===== src/err_detect_defines.svh =====
// constants for the converter error detection block
`ifndef ERR_DETECT_DEFINES_SVH
`define ERR_DETECT_DEFINES_SVH
// ==========================================================
// timing and short test line numbers
`define CLK_MHZ 50
`define MASK_TIME_US 26000
`define WIN0_TIME_US 1000
`define WIN1_TIME_US 2000
`define WIN2_TIME_US 4000
`define WIN3_TIME_US 7370
`define SHORT_SLOT_US 13
`define SHORT_LINES 6
`define SHORT_LAST_LINE 3'h5
`define SHORT_FIRST_INPUT 3'h2
// ==========================================================
// register byte offsets
`define OFS_THR 8'h00
`define OFS_CTL 8'h04
`define OFS_SEL 8'h08
`define OFS_AMP 8'h0c
`define OFS_STS 8'h10
`define OFS_LAT 8'h14
// ==========================================================
// field positions, select reset value and start method code
`define THR_DP 0
`define THR_CNT 4
`define CTL_EN 0
`define CTL_CLR 1
`define CTL_WIN 2
`define CTL_CIRC 4
`define CTL_MODE 5
`define CTL_EXC 6
`define CTL_METH 8
`define CTL_START 10
`define CTL_AMPCLR 11
`define CTL_MASKED 12
`define AMP_LO 0
`define AMP_HI 16
`define SEL_RESET 15'h7fff
`define METH_WRITE 2'h1
// ==========================================================
// cause bit positions
`define C_CONV 0
`define C_DUAL 1
`define C_PWR 2
`define C_GND 8
`define C_AMP 14
// ==========================================================
// arithmetic
`define AMP_SHIFT 4
`define DP_LIMIT_BASE 16'h0008
`endif


===== src/err_detect_pkg.sv =====
// types for the converter error detection block
`include "err_detect_defines.svh"
package err_detect_pkg;
    typedef logic [15:0] angle_t;
    typedef logic signed [11:0] mon_t;
    typedef logic [5:0] lines_t;
    typedef enum logic {st_idle, st_test} short_state_t;
    typedef struct packed {
        logic waitreq;
        logic [31:0] rdata;
        logic [1:0] dp_thr;
        logic [2:0] cnt_thr;
        logic det_en;
        logic [1:0] win_sel;
        logic circ_sel;
        logic conv_mode;
        logic int_exc;
        logic [1:0] st_method;
        logic [14:0] cause_sel;
        logic [15:0] amp_lo;
        logic [15:0] amp_hi;
        logic [23:0] mask_cnt;
        logic mask_done;
        logic [15:0] half_len;
        logic [15:0] half_hi;
        logic half_phase;
        logic [23:0] win_cnt;
        logic [15:0] abn_halves;
        logic [15:0] tot_halves;
        logic conv_res;
        short_state_t sst;
        logic [2:0] line_idx;
        logic [9:0] slot_cnt;
        logic disc;
        lines_t pwr_res;
        lines_t gnd_res;
        lines_t pwr_s1;
        lines_t pwr_s2;
        lines_t gnd_s1;
        lines_t gnd_s2;
        logic [31:0] acc;
        logic [7:0] amp_cnt;
        logic [14:0] live;
        logic [14:0] latched;
        logic hold;
        logic summary;
        logic irq;
    } state_t;
endpackage : err_detect_pkg


===== src/resolver_converter_error_detection.sv =====
// error detection logic of the resolver converter with its avalon register slave
`timescale 1ns/100ps
`include "err_detect_defines.svh"
module resolver_converter_error_detection #(
    parameter int MASK_CYC = `MASK_TIME_US * `CLK_MHZ,
    parameter int WIN0_CYC = `WIN0_TIME_US * `CLK_MHZ,
    parameter int WIN1_CYC = `WIN1_TIME_US * `CLK_MHZ,
    parameter int WIN2_CYC = `WIN2_TIME_US * `CLK_MHZ,
    parameter int WIN3_CYC = `WIN3_TIME_US * `CLK_MHZ
) (
    input wire logic clock,
    input wire logic resetn,
    input wire logic [7:0] address,
    input wire logic read,
    input wire logic write,
    input wire logic [31:0] writedata,
    input wire logic [3:0] byteenable,
    output logic [31:0] readdata,
    output logic waitrequest,
    input wire logic out_of_range_signal,
    input wire logic excite_half_tick,
    input wire logic excite_period_tick,
    input wire err_detect_pkg::angle_t angle_path0,
    input wire err_detect_pkg::angle_t angle_path1,
    input wire err_detect_pkg::mon_t sine_monitor,
    input wire err_detect_pkg::mon_t cosine_monitor,
    input wire logic monitor_valid,
    input wire err_detect_pkg::lines_t power_short_level,
    input wire err_detect_pkg::lines_t ground_short_level,
    output logic input_disconnect,
    output logic [2:0] test_line_sel,
    output logic conv_error_irq
);
    import err_detect_pkg::*;

    localparam int SLOT_CYC = `SHORT_SLOT_US * `CLK_MHZ;

    state_t state_ff;
    state_t nxt_state;

    logic wr_taken;
    logic clr;
    logic start_req;
    logic cnt_clr;
    logic [31:0] w_thr;
    logic [31:0] w_ctl;
    logic [31:0] w_sel;
    logic [31:0] w_amp;
    logic [31:0] w_new;
    logic [14:0] cond;
    logic [14:0] live;
    logic [14:0] live_x;
    logic [15:0] adiff;
    logic [15:0] dsub;
    logic dp_err;
    logic judge;
    logic abn;
    logic win_end;
    logic slot_end;
    logic line_ok;
    logic [22:0] sq_sum;
    logic [31:0] integ;

    // ==========================================================
    // helpers
    function automatic logic [31:0] merge_be(input logic [31:0] old_w,
                                             input logic [31:0] new_w,
                                             input logic [3:0] be);
        logic [31:0] r;
        r = old_w;
        for (int i = 0; i < 4; i++) begin
            if (be[i]) begin
                r[i*8 +: 8] = new_w[i*8 +: 8];
            end
        end
        return r;
    endfunction : merge_be

    function automatic logic [21:0] sq12(input mon_t v);
        logic signed [23:0] p;
        p = v * v;
        return p[21:0];
    endfunction : sq12

    function automatic logic [23:0] win_len(input logic [1:0] sel);
        case (sel)
            2'h0: return 24'(WIN0_CYC);
            2'h1: return 24'(WIN1_CYC);
            2'h2: return 24'(WIN2_CYC);
            default: return 24'(WIN3_CYC);
        endcase
    endfunction : win_len

    function automatic logic [15:0] dp_limit(input logic [1:0] thr);
        return `DP_LIMIT_BASE << thr;
    endfunction : dp_limit

    // ==========================================================
    // next state
    always_comb begin
        nxt_state = state_ff;

        // bus slave: one wait state, effects at the edge waitrequest is seen low
        wr_taken = write & ~state_ff.waitreq;
        nxt_state.waitreq = ~(state_ff.waitreq & (read | write));
        w_thr = 32'h0;
        w_thr[`THR_DP +: 2] = state_ff.dp_thr;
        w_thr[`THR_CNT +: 3] = state_ff.cnt_thr;
        w_ctl = 32'h0;
        w_ctl[`CTL_EN] = state_ff.det_en;
        w_ctl[`CTL_WIN +: 2] = state_ff.win_sel;
        w_ctl[`CTL_CIRC] = state_ff.circ_sel;
        w_ctl[`CTL_MODE] = state_ff.conv_mode;
        w_ctl[`CTL_EXC] = state_ff.int_exc;
        w_ctl[`CTL_METH +: 2] = state_ff.st_method;
        w_ctl[`CTL_START] = state_ff.disc;
        w_ctl[`CTL_MASKED] = state_ff.mask_done;
        w_sel = {17'h0, state_ff.cause_sel};
        w_amp = 32'h0;
        w_amp[`AMP_LO +: 16] = state_ff.amp_lo;
        w_amp[`AMP_HI +: 16] = state_ff.amp_hi;
        if (state_ff.waitreq && read) begin
            case (address)
                `OFS_THR: nxt_state.rdata = w_thr;
                `OFS_CTL: nxt_state.rdata = w_ctl;
                `OFS_SEL: nxt_state.rdata = w_sel;
                `OFS_AMP: nxt_state.rdata = w_amp;
                `OFS_STS: nxt_state.rdata = {15'h0, state_ff.live, state_ff.hold,
                                             state_ff.summary};
                `OFS_LAT: nxt_state.rdata = {state_ff.amp_cnt, 9'h0, state_ff.latched};
                default: nxt_state.rdata = 32'h0;
            endcase
        end
        w_new = 32'h0;
        if (wr_taken) begin
            case (address)
                `OFS_THR: begin
                    w_new = merge_be(w_thr, writedata, byteenable);
                    nxt_state.dp_thr = w_new[`THR_DP +: 2];
                    nxt_state.cnt_thr = w_new[`THR_CNT +: 3];
                end
                `OFS_CTL: begin
                    w_new = merge_be(w_ctl, writedata, byteenable);
                    nxt_state.det_en = w_new[`CTL_EN];
                    nxt_state.win_sel = w_new[`CTL_WIN +: 2];
                    nxt_state.circ_sel = w_new[`CTL_CIRC];
                    nxt_state.conv_mode = w_new[`CTL_MODE];
                    nxt_state.int_exc = w_new[`CTL_EXC];
                    nxt_state.st_method = w_new[`CTL_METH +: 2];
                end
                `OFS_SEL: begin
                    w_new = merge_be(w_sel, writedata, byteenable);
                    nxt_state.cause_sel = w_new[14:0];
                end
                `OFS_AMP: begin
                    w_new = merge_be(w_amp, writedata, byteenable);
                    nxt_state.amp_lo = w_new[`AMP_LO +: 16];
                    nxt_state.amp_hi = w_new[`AMP_HI +: 16];
                end
                default: w_new = 32'h0;
            endcase
        end
        clr = wr_taken && address == `OFS_CTL && byteenable[0] && writedata[`CTL_CLR];
        start_req = wr_taken && address == `OFS_CTL && byteenable[1]
                    && writedata[`CTL_START];
        cnt_clr = wr_taken && address == `OFS_CTL && byteenable[1]
                  && writedata[`CTL_AMPCLR];

        // output mask after enable; dropping enable restarts the wait
        if (!state_ff.det_en) begin
            nxt_state.mask_cnt = 24'h0;
            nxt_state.mask_done = 1'b0;
        end else if (!state_ff.mask_done) begin
            if (state_ff.mask_cnt == 24'(MASK_CYC - 1)) begin
                nxt_state.mask_done = 1'b1;
            end else begin
                nxt_state.mask_cnt = state_ff.mask_cnt + 24'h1;
            end
        end

        // conversion error: judge half periods, then the window
        nxt_state.half_len = state_ff.half_len + 16'h1;
        nxt_state.half_hi = state_ff.half_hi + {15'h0, out_of_range_signal};
        // variant 1 judges whole periods, slower to react at high speed
        judge = excite_half_tick && (!state_ff.circ_sel || state_ff.half_phase);
        abn = 1'b0;
        if (excite_half_tick) begin
            nxt_state.half_phase = ~state_ff.half_phase;
        end
        if (judge) begin
            abn = {state_ff.half_hi, 1'b0} > {1'b0, state_ff.half_len};
            nxt_state.half_len = 16'h0;
            nxt_state.half_hi = 16'h0;
        end
        win_end = state_ff.win_cnt >= win_len(state_ff.win_sel) - 24'h1;
        if (win_end) begin
            nxt_state.conv_res = {state_ff.abn_halves, 1'b0}
                                 > {1'b0, state_ff.tot_halves};
            nxt_state.win_cnt = 24'h0;
            nxt_state.abn_halves = {15'h0, abn};
            nxt_state.tot_halves = {15'h0, judge};
        end else begin
            nxt_state.win_cnt = state_ff.win_cnt + 24'h1;
            nxt_state.abn_halves = state_ff.abn_halves + {15'h0, abn};
            nxt_state.tot_halves = state_ff.tot_halves + {15'h0, judge};
        end

        // two path comparison, wrap-around difference
        dsub = angle_path0 - angle_path1;
        adiff = dsub[15] ? 16'h0 - dsub : dsub;
        if (state_ff.conv_mode) begin
            dp_err = adiff != 16'h0;
        end else begin
            dp_err = adiff > dp_limit(state_ff.dp_thr);
        end

        // short test sequence
        nxt_state.pwr_s1 = power_short_level;
        nxt_state.pwr_s2 = state_ff.pwr_s1;
        nxt_state.gnd_s1 = ground_short_level;
        nxt_state.gnd_s2 = state_ff.gnd_s1;
        slot_end = state_ff.sst == st_test && state_ff.slot_cnt == 10'(SLOT_CYC - 1);
        // driver fights a short on excitation and common lines
        line_ok = !(state_ff.int_exc && state_ff.line_idx < `SHORT_FIRST_INPUT);
        case (state_ff.sst)
            st_idle: begin
                if (start_req && state_ff.st_method == `METH_WRITE) begin
                    nxt_state.sst = st_test;
                    nxt_state.line_idx = 3'h0;
                    nxt_state.slot_cnt = 10'h0;
                    nxt_state.disc = 1'b1;
                end
            end
            st_test: begin
                nxt_state.slot_cnt = state_ff.slot_cnt + 10'h1;
                if (slot_end) begin
                    nxt_state.pwr_res[state_ff.line_idx] =
                        state_ff.pwr_s2[state_ff.line_idx] & line_ok;
                    nxt_state.gnd_res[state_ff.line_idx] =
                        state_ff.gnd_s2[state_ff.line_idx] & line_ok;
                    nxt_state.slot_cnt = 10'h0;
                    if (state_ff.line_idx == `SHORT_LAST_LINE) begin
                        nxt_state.sst = st_idle;
                        nxt_state.disc = 1'b0;
                        nxt_state.line_idx = 3'h0;
                    end else begin
                        nxt_state.line_idx = state_ff.line_idx + 3'h1;
                    end
                end
            end
            default: nxt_state.sst = st_idle;
        endcase

        // sum of squares, integrated over each excitation period
        sq_sum = {1'b0, sq12(sine_monitor)} + {1'b0, sq12(cosine_monitor)};
        integ = state_ff.acc >> `AMP_SHIFT;
        if (monitor_valid) begin
            nxt_state.acc = state_ff.acc + {9'h0, sq_sum};
        end
        if (excite_period_tick) begin
            nxt_state.acc = monitor_valid ? {9'h0, sq_sum} : 32'h0;
            if ((integ > {16'h0, state_ff.amp_hi} || integ < {16'h0, state_ff.amp_lo})
                && state_ff.amp_cnt != 8'hff) begin
                nxt_state.amp_cnt = state_ff.amp_cnt + 8'h1;
            end
        end
        if (cnt_clr) begin
            nxt_state.amp_cnt = 8'h0;
        end

        // flags: live level, sticky copies; a set beats a clear
        cond = {state_ff.amp_cnt > {5'h0, state_ff.cnt_thr}, state_ff.gnd_res,
                state_ff.pwr_res, dp_err, state_ff.conv_res};
        live = cond & ~state_ff.cause_sel & {15{state_ff.mask_done}};
        live_x = live;
        live_x[`C_CONV] = live[`C_CONV] | (|live[`C_PWR+5:`C_PWR+2])
                          | (|live[`C_GND+5:`C_GND+2]);
        nxt_state.live = live_x;
        nxt_state.latched = (state_ff.latched & ~{15{clr}}) | live_x;
        nxt_state.hold = (state_ff.hold & ~clr) | (|live_x);
        nxt_state.summary = |live_x;
        nxt_state.irq = |live_x;
    end

    // ==========================================================
    // state register
    always_ff @(posedge clock or negedge resetn) begin
        if (!resetn) begin
            state_ff <= '0;
            state_ff.waitreq <= 1'b1;
            state_ff.cause_sel <= `SEL_RESET;
        end else begin
            state_ff <= nxt_state;
        end
    end

    assign readdata = state_ff.rdata;
    assign waitrequest = state_ff.waitreq;
    assign input_disconnect = state_ff.disc;
    assign test_line_sel = state_ff.line_idx;
    assign conv_error_irq = state_ff.irq;
endmodule : resolver_converter_error_detection


===== config.mk =====
export PLATFORM = sky130hd
export DESIGN_NAME = resolver_converter_error_detection
export DESIGN_NICKNAME = d
export VERILOG_FILES = /design/src/err_detect_pkg.sv /design/src/resolver_converter_error_detection.sv
export VERILOG_INCLUDE_DIRS = /design/src
export SDC_FILE = /design/constraint.sdc
export NUM_CORES = 1
export LEC_CHECK = 0
export ABC_AREA = 1
export BUFFER_PORTS_ARGS = -buffer_cell sky130_fd_sc_hd__buf_2
export CAP_MARGIN = 20
export CORE_MARGIN = 2
export CORE_UTILIZATION = 31
export CTS_CLUSTER_DIAMETER = 120
export CTS_CLUSTER_SIZE = 25
export DETAILED_ROUTE_END_ITERATION = 8
export GPL_TIMING_DRIVEN = 1
export PLACE_DENSITY = 0.46
export REMOVE_ABC_BUFFERS = 1
export SYNTH_ARGS = -nofsm -noshare
export SYNTH_HDL_FRONTEND = slang
export SYNTH_SLANG_ARGS = --single-unit

===== constraint.sdc =====
create_clock -name clock -period 4.9 [get_ports clock]
set_input_delay 0.735 -clock clock [delete_from_list [all_inputs] [get_ports clock]]
set_output_delay 0.735 -clock clock [all_outputs]
set_load 0.005 [all_outputs]

; Word level (Yosys, flattened, before mapping)
; Index checks and enable logic that the tools add are counted.
[op_classes]
n_mux = 30
n_addsub = 14
n_lt_le_gt_ge = 10
n_eq_ne = 17
n_reduce_logical = 40
multipliers = 2
n_bitwise = 20
n_shift = 1
[op_table]
columns = cell, n
row1 = $pmux W32 S6, 1
row2 = $mux W32, 2
row3 = $pmux W19 S3, 1
row4 = $mux W56, 1
row5 = $mux W25, 2
row6 = $add A16 B1 Y16, 3
row7 = $add A24 B1 Y24 const B, 2
row8 = $and A15 B15 Y15, 3
row9 = $mul A12 B12 Y22, 2
row10 = $mux W40, 1
row11 = $gt A17 B16 Y1, 2
row12 = $add A32 B23 Y32, 1
row13 = $not A15 Y15, 2
row14 = $pmux W15 S2, 1
row15 = $reduce_and A3 Y1, 10
row16 = $gt A28 B16 Y1, 1
row17 = $lt A28 B16 Y1, 1
row18 = $mux W27, 1
row19 = $eq A24 B21 Y1 const B, 1
row20 = $ge A24 B24 Y1, 1
row21 = $mux W24, 1
row22 = $sub A24 B1 Y24 const B, 1
row23 = $add A22 B22 Y23, 1
row24 = $mux W23, 1
row25 = 44 further kinds, 91
[totals]
register_bits = 331
inputBits = 120
output_inout_bits = 38

; Depth between registers and ports, before layout
[depth]
ltp_word = 12
depth_mapped = 42
mapped_depth_nobuf = 41

; Least setup slack after synthesis
; Ideal clock, no wire load.
[synth_path]
path_type = input port to flip-flop
from = input cosine_monitor[0]
to = register state_ff (netlist bit integ[22])
arrival_ps = 7790
setup_ps = 119
path_stages = 39
path_slack_ps = -3009
path_cell_list = clkbuf_1 -> nor2_1 -> fa_1 -> inv_1 -> fa_1 -> inv_1 -> fa_1 -> fa_1 -> inv_1 -> fa_1 -> inv_1 -> ha_1 -> a21oi_1 -> o21ai_0 -> a21oi_1 -> o21ai_0 -> a21boi_0 -> o21ai_0 -> [... 3 more ...] -> xnor2_1 -> ha_1 -> inv_1 -> nor4_1 -> o21ai_0 -> nand3_1 -> xor2_1 -> ha_1 -> inv_1 -> nor3_1 -> and2_1 -> nand3_1 -> nand3_1 -> nand4_1 -> o21ai_0 -> nand3_1 -> nand2_1 -> nor2_1
[synth_via]
elab_chain_cells = 5
[synth_lines]
columns = item, line
row1 = from (decl), resolver_converter_error_detection.sv:26  ; input wire err_detect_pkg::mon_t cosine_monitor,
row2 = $mul A12 B12 Y22, resolver_converter_error_detection.sv:81  ; p = v * v;
row3 = $add A22 B22 Y23, resolver_converter_error_detection.sv:255  ; sq_sum = {1'b0, sq12(sine_monitor)} + {1'b0, sq12(cosine_monitor)};
row4 = $add A32 B23 Y32, resolver_converter_error_detection.sv:258  ; nxt_state.acc = state_ff.acc + {9'h0, sq_sum};
row5 = $mux W32, resolver_converter_error_detection.sv:257  ; if (monitor_valid) begin
row6 = $mux W40, resolver_converter_error_detection.sv:260  ; if (excite_period_tick) begin
row7 = to (signal assigned), resolver_converter_error_detection.sv:293  ; state_ff <= nxt_state;
row8 = to (decl), resolver_converter_error_detection.sv:38  ; state_t state_ff;
; No other way between the ends. The select of a mux whose other input is x is not followed.
; A chain may end at the register's enable or synchronous reset.

; Worst setup path after layout
[layout_path]
from = input sine_monitor[2]
to = register state_ff (netlist bit integ[25])
[layout_via]
elab_chain_cells = 5
[layout_lines]
columns = item, line
row1 = from (decl), resolver_converter_error_detection.sv:25  ; input wire err_detect_pkg::mon_t sine_monitor,
row2 = $mul A12 B12 Y22, resolver_converter_error_detection.sv:81
row3 = $add A22 B22 Y23, resolver_converter_error_detection.sv:255
row4 = $add A32 B23 Y32, resolver_converter_error_detection.sv:258
row5 = $mux W32, resolver_converter_error_detection.sv:257
row6 = $mux W40, resolver_converter_error_detection.sv:260
; No other way between the ends. The select of a mux whose other input is x is not followed.

==> impl_results.rst <==
.. list-table::
   :header-rows: 1

   * - Metric
     - Value
   * - Required @ worst endpoint
     - 5.34 ns
   * - Number of antenna violations at the first check in global routing
     - 6
   * - Largest clock skew in the final design
     - 0.0278 ns
   * - Area Growth Syn to Fin
     - 29.6%
   * - Setup crit end kind
     - flop
   * - Sequential element share of the synthesized area
     - between 20% and 30%
   * - Overflow left after global routing
     - 0
   * - Antenna violation net count after detailed routing
     - 0
   * - Synth Instances
     - ~3800
   * - Setup violations, final
     - 26
   * - Cell type with the highest aggregate area in the netlist
     - dfrtp_1
   * - Syn Std Cell Area
     - around 30000 µm²
   * - Via count of the first global-routing pass
     - approximately 26000
   * - Post-synth EDFFs
     - 0
   * - Pre-CTS setup slack
     - -3.46 ns
   * - Number of rows in the core area
     - 114
   * - Dominant cells by area after synthesis
     - dfrtp_1 (26%), fa_1 (15%), ha_1 (12%)
   * - Combined buffer and inverter count along the critical path
     - 12
   * - Number of DRC violations after detailed routing
     - 0
   * - First drt pass iteration count
     - 5
   * - Element type at the critical path start
     - input pin
   * - Unrepaired setup endpoints after global routing
     - true
   * - Source-to-sink clock delay at the later pin of the worst-skew pair
     - about 0.56 ns
   * - Input/output buffers
     - 157
   * - Total Die Area
     - ~100000 µm²
   * - CTS Root Cell
     - clkbuf_16
   * - Commonest register cell after synthesis
     - dfrtp_1
   * - Worst reg-to-reg setup slack
     - 1.03 ns
   * - Die width
     - 316 µm
   * - Actual transition at the worst max-transition pin
     - 0.862 ns
   * - CTS H-tree lvls
     - 1
   * - Wire length reported by the detailed router
     - about 83 mm
   * - Total Routing Usage GR
     - around 17%
   * - Core utilization of the finished layout
     - between 40% and 50%
   * - Critical-path cell with the highest stage delay
     - fa_1
   * - Top Family by Delay on Critical Path
     - adder cells
   * - Ports placed on the boundary
     - 158
   * - Number of synthesized register bits
     - 331
   * - Initial Util
     - 31.3%
   * - Start-to-end type of the worst setup path
     - in -> reg
   * - WL/cell
     - 14.9 µm
   * - Weighted congestion reported at the end of routability-driven placement
     - ~0.83
   * - Number of buffers created by CTS
     - 17
   * - Synth top cells by count
     - inv_1 (844), nand2_1 (664), dfrtp_1 (315), ha_1 (284), fa_1 (225)
   * - Largest net degree at the start of global routing
     - 105
   * - Most instantiated library cell after synthesis
     - inv_1
   * - Avg Vias per Cell
     - 4.57
   * - Clock net sink count
     - approximately 330
   * - CTS tree
     - done
   * - Final worst-path cycle share
     - 144%
   * - Synth Warn #
     - 0
   * - Number of max-slew violations in the final report
     - 0
   * - Average instance area after synthesis
     - 7.98 µm²
   * - PnR worst setup slack
     - -2.14 ns
   * - Outcome
     - finished with violations
   * - Max Fanout on Critical Path
     - 4
   * - Violations in the final reports
     - negative setup slack
   * - Count of unique library cells instantiated by Yosys
     - 59
   * - Ratio of cells with drive above 1 in the final layout
     - a little over a quarter
   * - Floorplan core area
     - 96600 µm²
   * - Global-route wire length before repair
     - 136 mm
   * - Reg-to-Reg Start
     - state_ff[196]$_DFF_PN0_
   * - CP Data Arrival Time
     - 7.49 ns
   * - Final hold violation count
     - 0
   * - Number of violations reported at the end of detailed-routing iteration 0
     - roughly 1200
   * - Capture instance of the worst register-to-register path
     - state_ff[155]$_DFF_PN0_
   * - Die Span Y
     - about 320 µm
   * - Maximum clock path buffer count
     - 3
   * - CTS clk-pin slew, worst paths
     - between 0.1 and 0.15 ns
   * - Placed wire-length estimate
     - 66.0 mm
   * - Hold/Removal Path Class
     - in -> async
   * - NumNets Final
     - 4927
   * - Post-synthesis async set-or-reset flop share
     - between 90% and 100%
   * - Relative max-transition margin
     - 42.4%
   * - Count of filler cells inserted in the layout
     - a little under 10000
   * - Number of vias in the routed layout
     - 25600
   * - Number of cell instances on the worst register-to-register path
     - 23
   * - Yosys top cell area share
     - 26.1%
   * - Fmax
     - 142 MHz
   * - Post-route minimum period
     - around 7.0 ns
   * - CP max stage delay
     - roughly 0.54 ns
   * - Max-capacitance violation count
     - 0
## worst reg2reg max path: cells and delay by family, from the launching register on
family | cells | cell delay (ns)
xor+xnor | 1 | 0.14
flops | 1 | 0.43
simple gates | 14 | 1.78
compound gates | 2 | 0.53
fa+ha+maj | 3 | 0.73
buf+inv | 3 | 0.17
## routing by layer
layer,global-route usage [%],share of wire [%]
met1,23.4,48
met2,28.3,48
met3,1.50,2.8
met4,3.10,1.5
met5,0,0.032
## cells by family (layout without fill, tap and decap cells)
logic type / count (synthesis) / in the layout / synth area share, %
flops: 331 / 331 / 27.5
mux: 18 / 18 / 0.671
compound gates: 585 / 585 / 10.9
simple gates: 1266 / 1266 / 18.4
xor+xnor: 119 / 119 / 3.45
fa+ha+maj: 509 / 509 / 26.7
buf+inv: 956 / 1477 / 12.4
other cells: 2 / 7 / 0.0249
## registers in the layout (all words and copies together) (netlist names), named ones only
name and count:
state_ff 240, readdata 32, nxt_state 12, input_disconnect 1, test_line_sel 3, integ 28, waitrequest 1, conv_error_irq 1
cond 1
## area by class of cell
type / instances / area (µm²) / area share, %
multi-input cells: 2501 / 20900 / 53.3
well taps: 1276 / 1600 / 4.08
flip-flops and latches: 331 / 8300 / 21.2
clock buffers: 26 / 459 / 1.17
repair buffers: 599 / 4670 / 11.9
clock inverters: 4 / 35.0 / 0.0895
inverters: 848 / 3210 / 8.21
diodes: 3 / 7.51 / 0.0192
## stage by stage
| step | instances | area, µm² | hold slack (ns) | setup TNS (ns) |
|---|---|---|---|---|
| after floorplan | 3680 | 29600 | 0.331 | -50.57 |
| after global placement | 5460 | 34700 | 0.332 | -74.73 |
| after detailed placement | 5460 | 34700 | 0.336 | -75.27 |
| after CTS | 5559 | 37900 | 0.222 | -43.12 |
| after global routing | 5586 | 39100 | 0.232 | -51.22 |
| final | 5588 | 39100 | 0.186 | -44.06 |
## cells in the final DEF, fill, tap and decap left out, types with 12 or more instances in the layout
| cell type | instances |
|---|---|
| inv_2 | 77 |
| mux2_2 | 18 |
| nor3_1 | 87 |
| a21oi_2 | 59 |
| buf_8 | 12 |
| nand3_2 | 15 |
| nor3_2 | 14 |
| nor4_1 | 18 |
| o21ai_0 | 174 |
| xor2_1 | 57 |
| nand2_2 | 58 |
| buf_2 | 138 |
| dfstp_2 | 16 |
| inv_1 | 760 |
| nand2_1 | 579 |
| clkbuf_16 | 17 |
| o22ai_1 | 29 |
| a21oi_1 | 135 |
| nor3b_1 | 22 |
| fa_1 | 210 |
| buf_4 | 357 |
| nand4_1 | 47 |
| ha_4 | 69 |
| ha_1 | 211 |
| nor2_1 | 205 |
| o211ai_1 | 17 |
| o21ai_2 | 23 |
| nand2_4 | 38 |
| fa_2 | 15 |
| nor2_2 | 15 |
| o21ai_1 | 24 |
| a21oi_4 | 23 |
| dfrtp_1 | 315 |
| nand3_1 | 121 |
| buf_6 | 83 |
| xnor2_1 | 32 |
## worst max-delay path by stage
stage                       start               endpoint  cells past startpoint
6_report          sine_monitor[2]  integ[25]$_DFFE_PN0P_                     43
5_1_grt         cosine_monitor[6]  integ[22]$_DFFE_PN0P_                     38
4_1_cts           sine_monitor[9]  integ[22]$_DFFE_PN0P_                     41
3_5_place_dp   cosine_monitor[11]  integ[22]$_DFFE_PN0P_                     40
3_3_place_gp      sine_monitor[2]  integ[14]$_DFFE_PN0P_                     38
2_1_floorplan  cosine_monitor[11]  integ[22]$_DFFE_PN0P_                     39
## timing repair
item                                    4_1_cts  5_1_grt
resized for setup                           505      245
pin swaps                                   216      147
endpoints found under the setup margin       26       27
hold buffers                                  0        0
setup buffers                                74       33
Power is not shown: default switching activity piles up to over one toggle a cycle in this logic, so the estimate is an artifact.
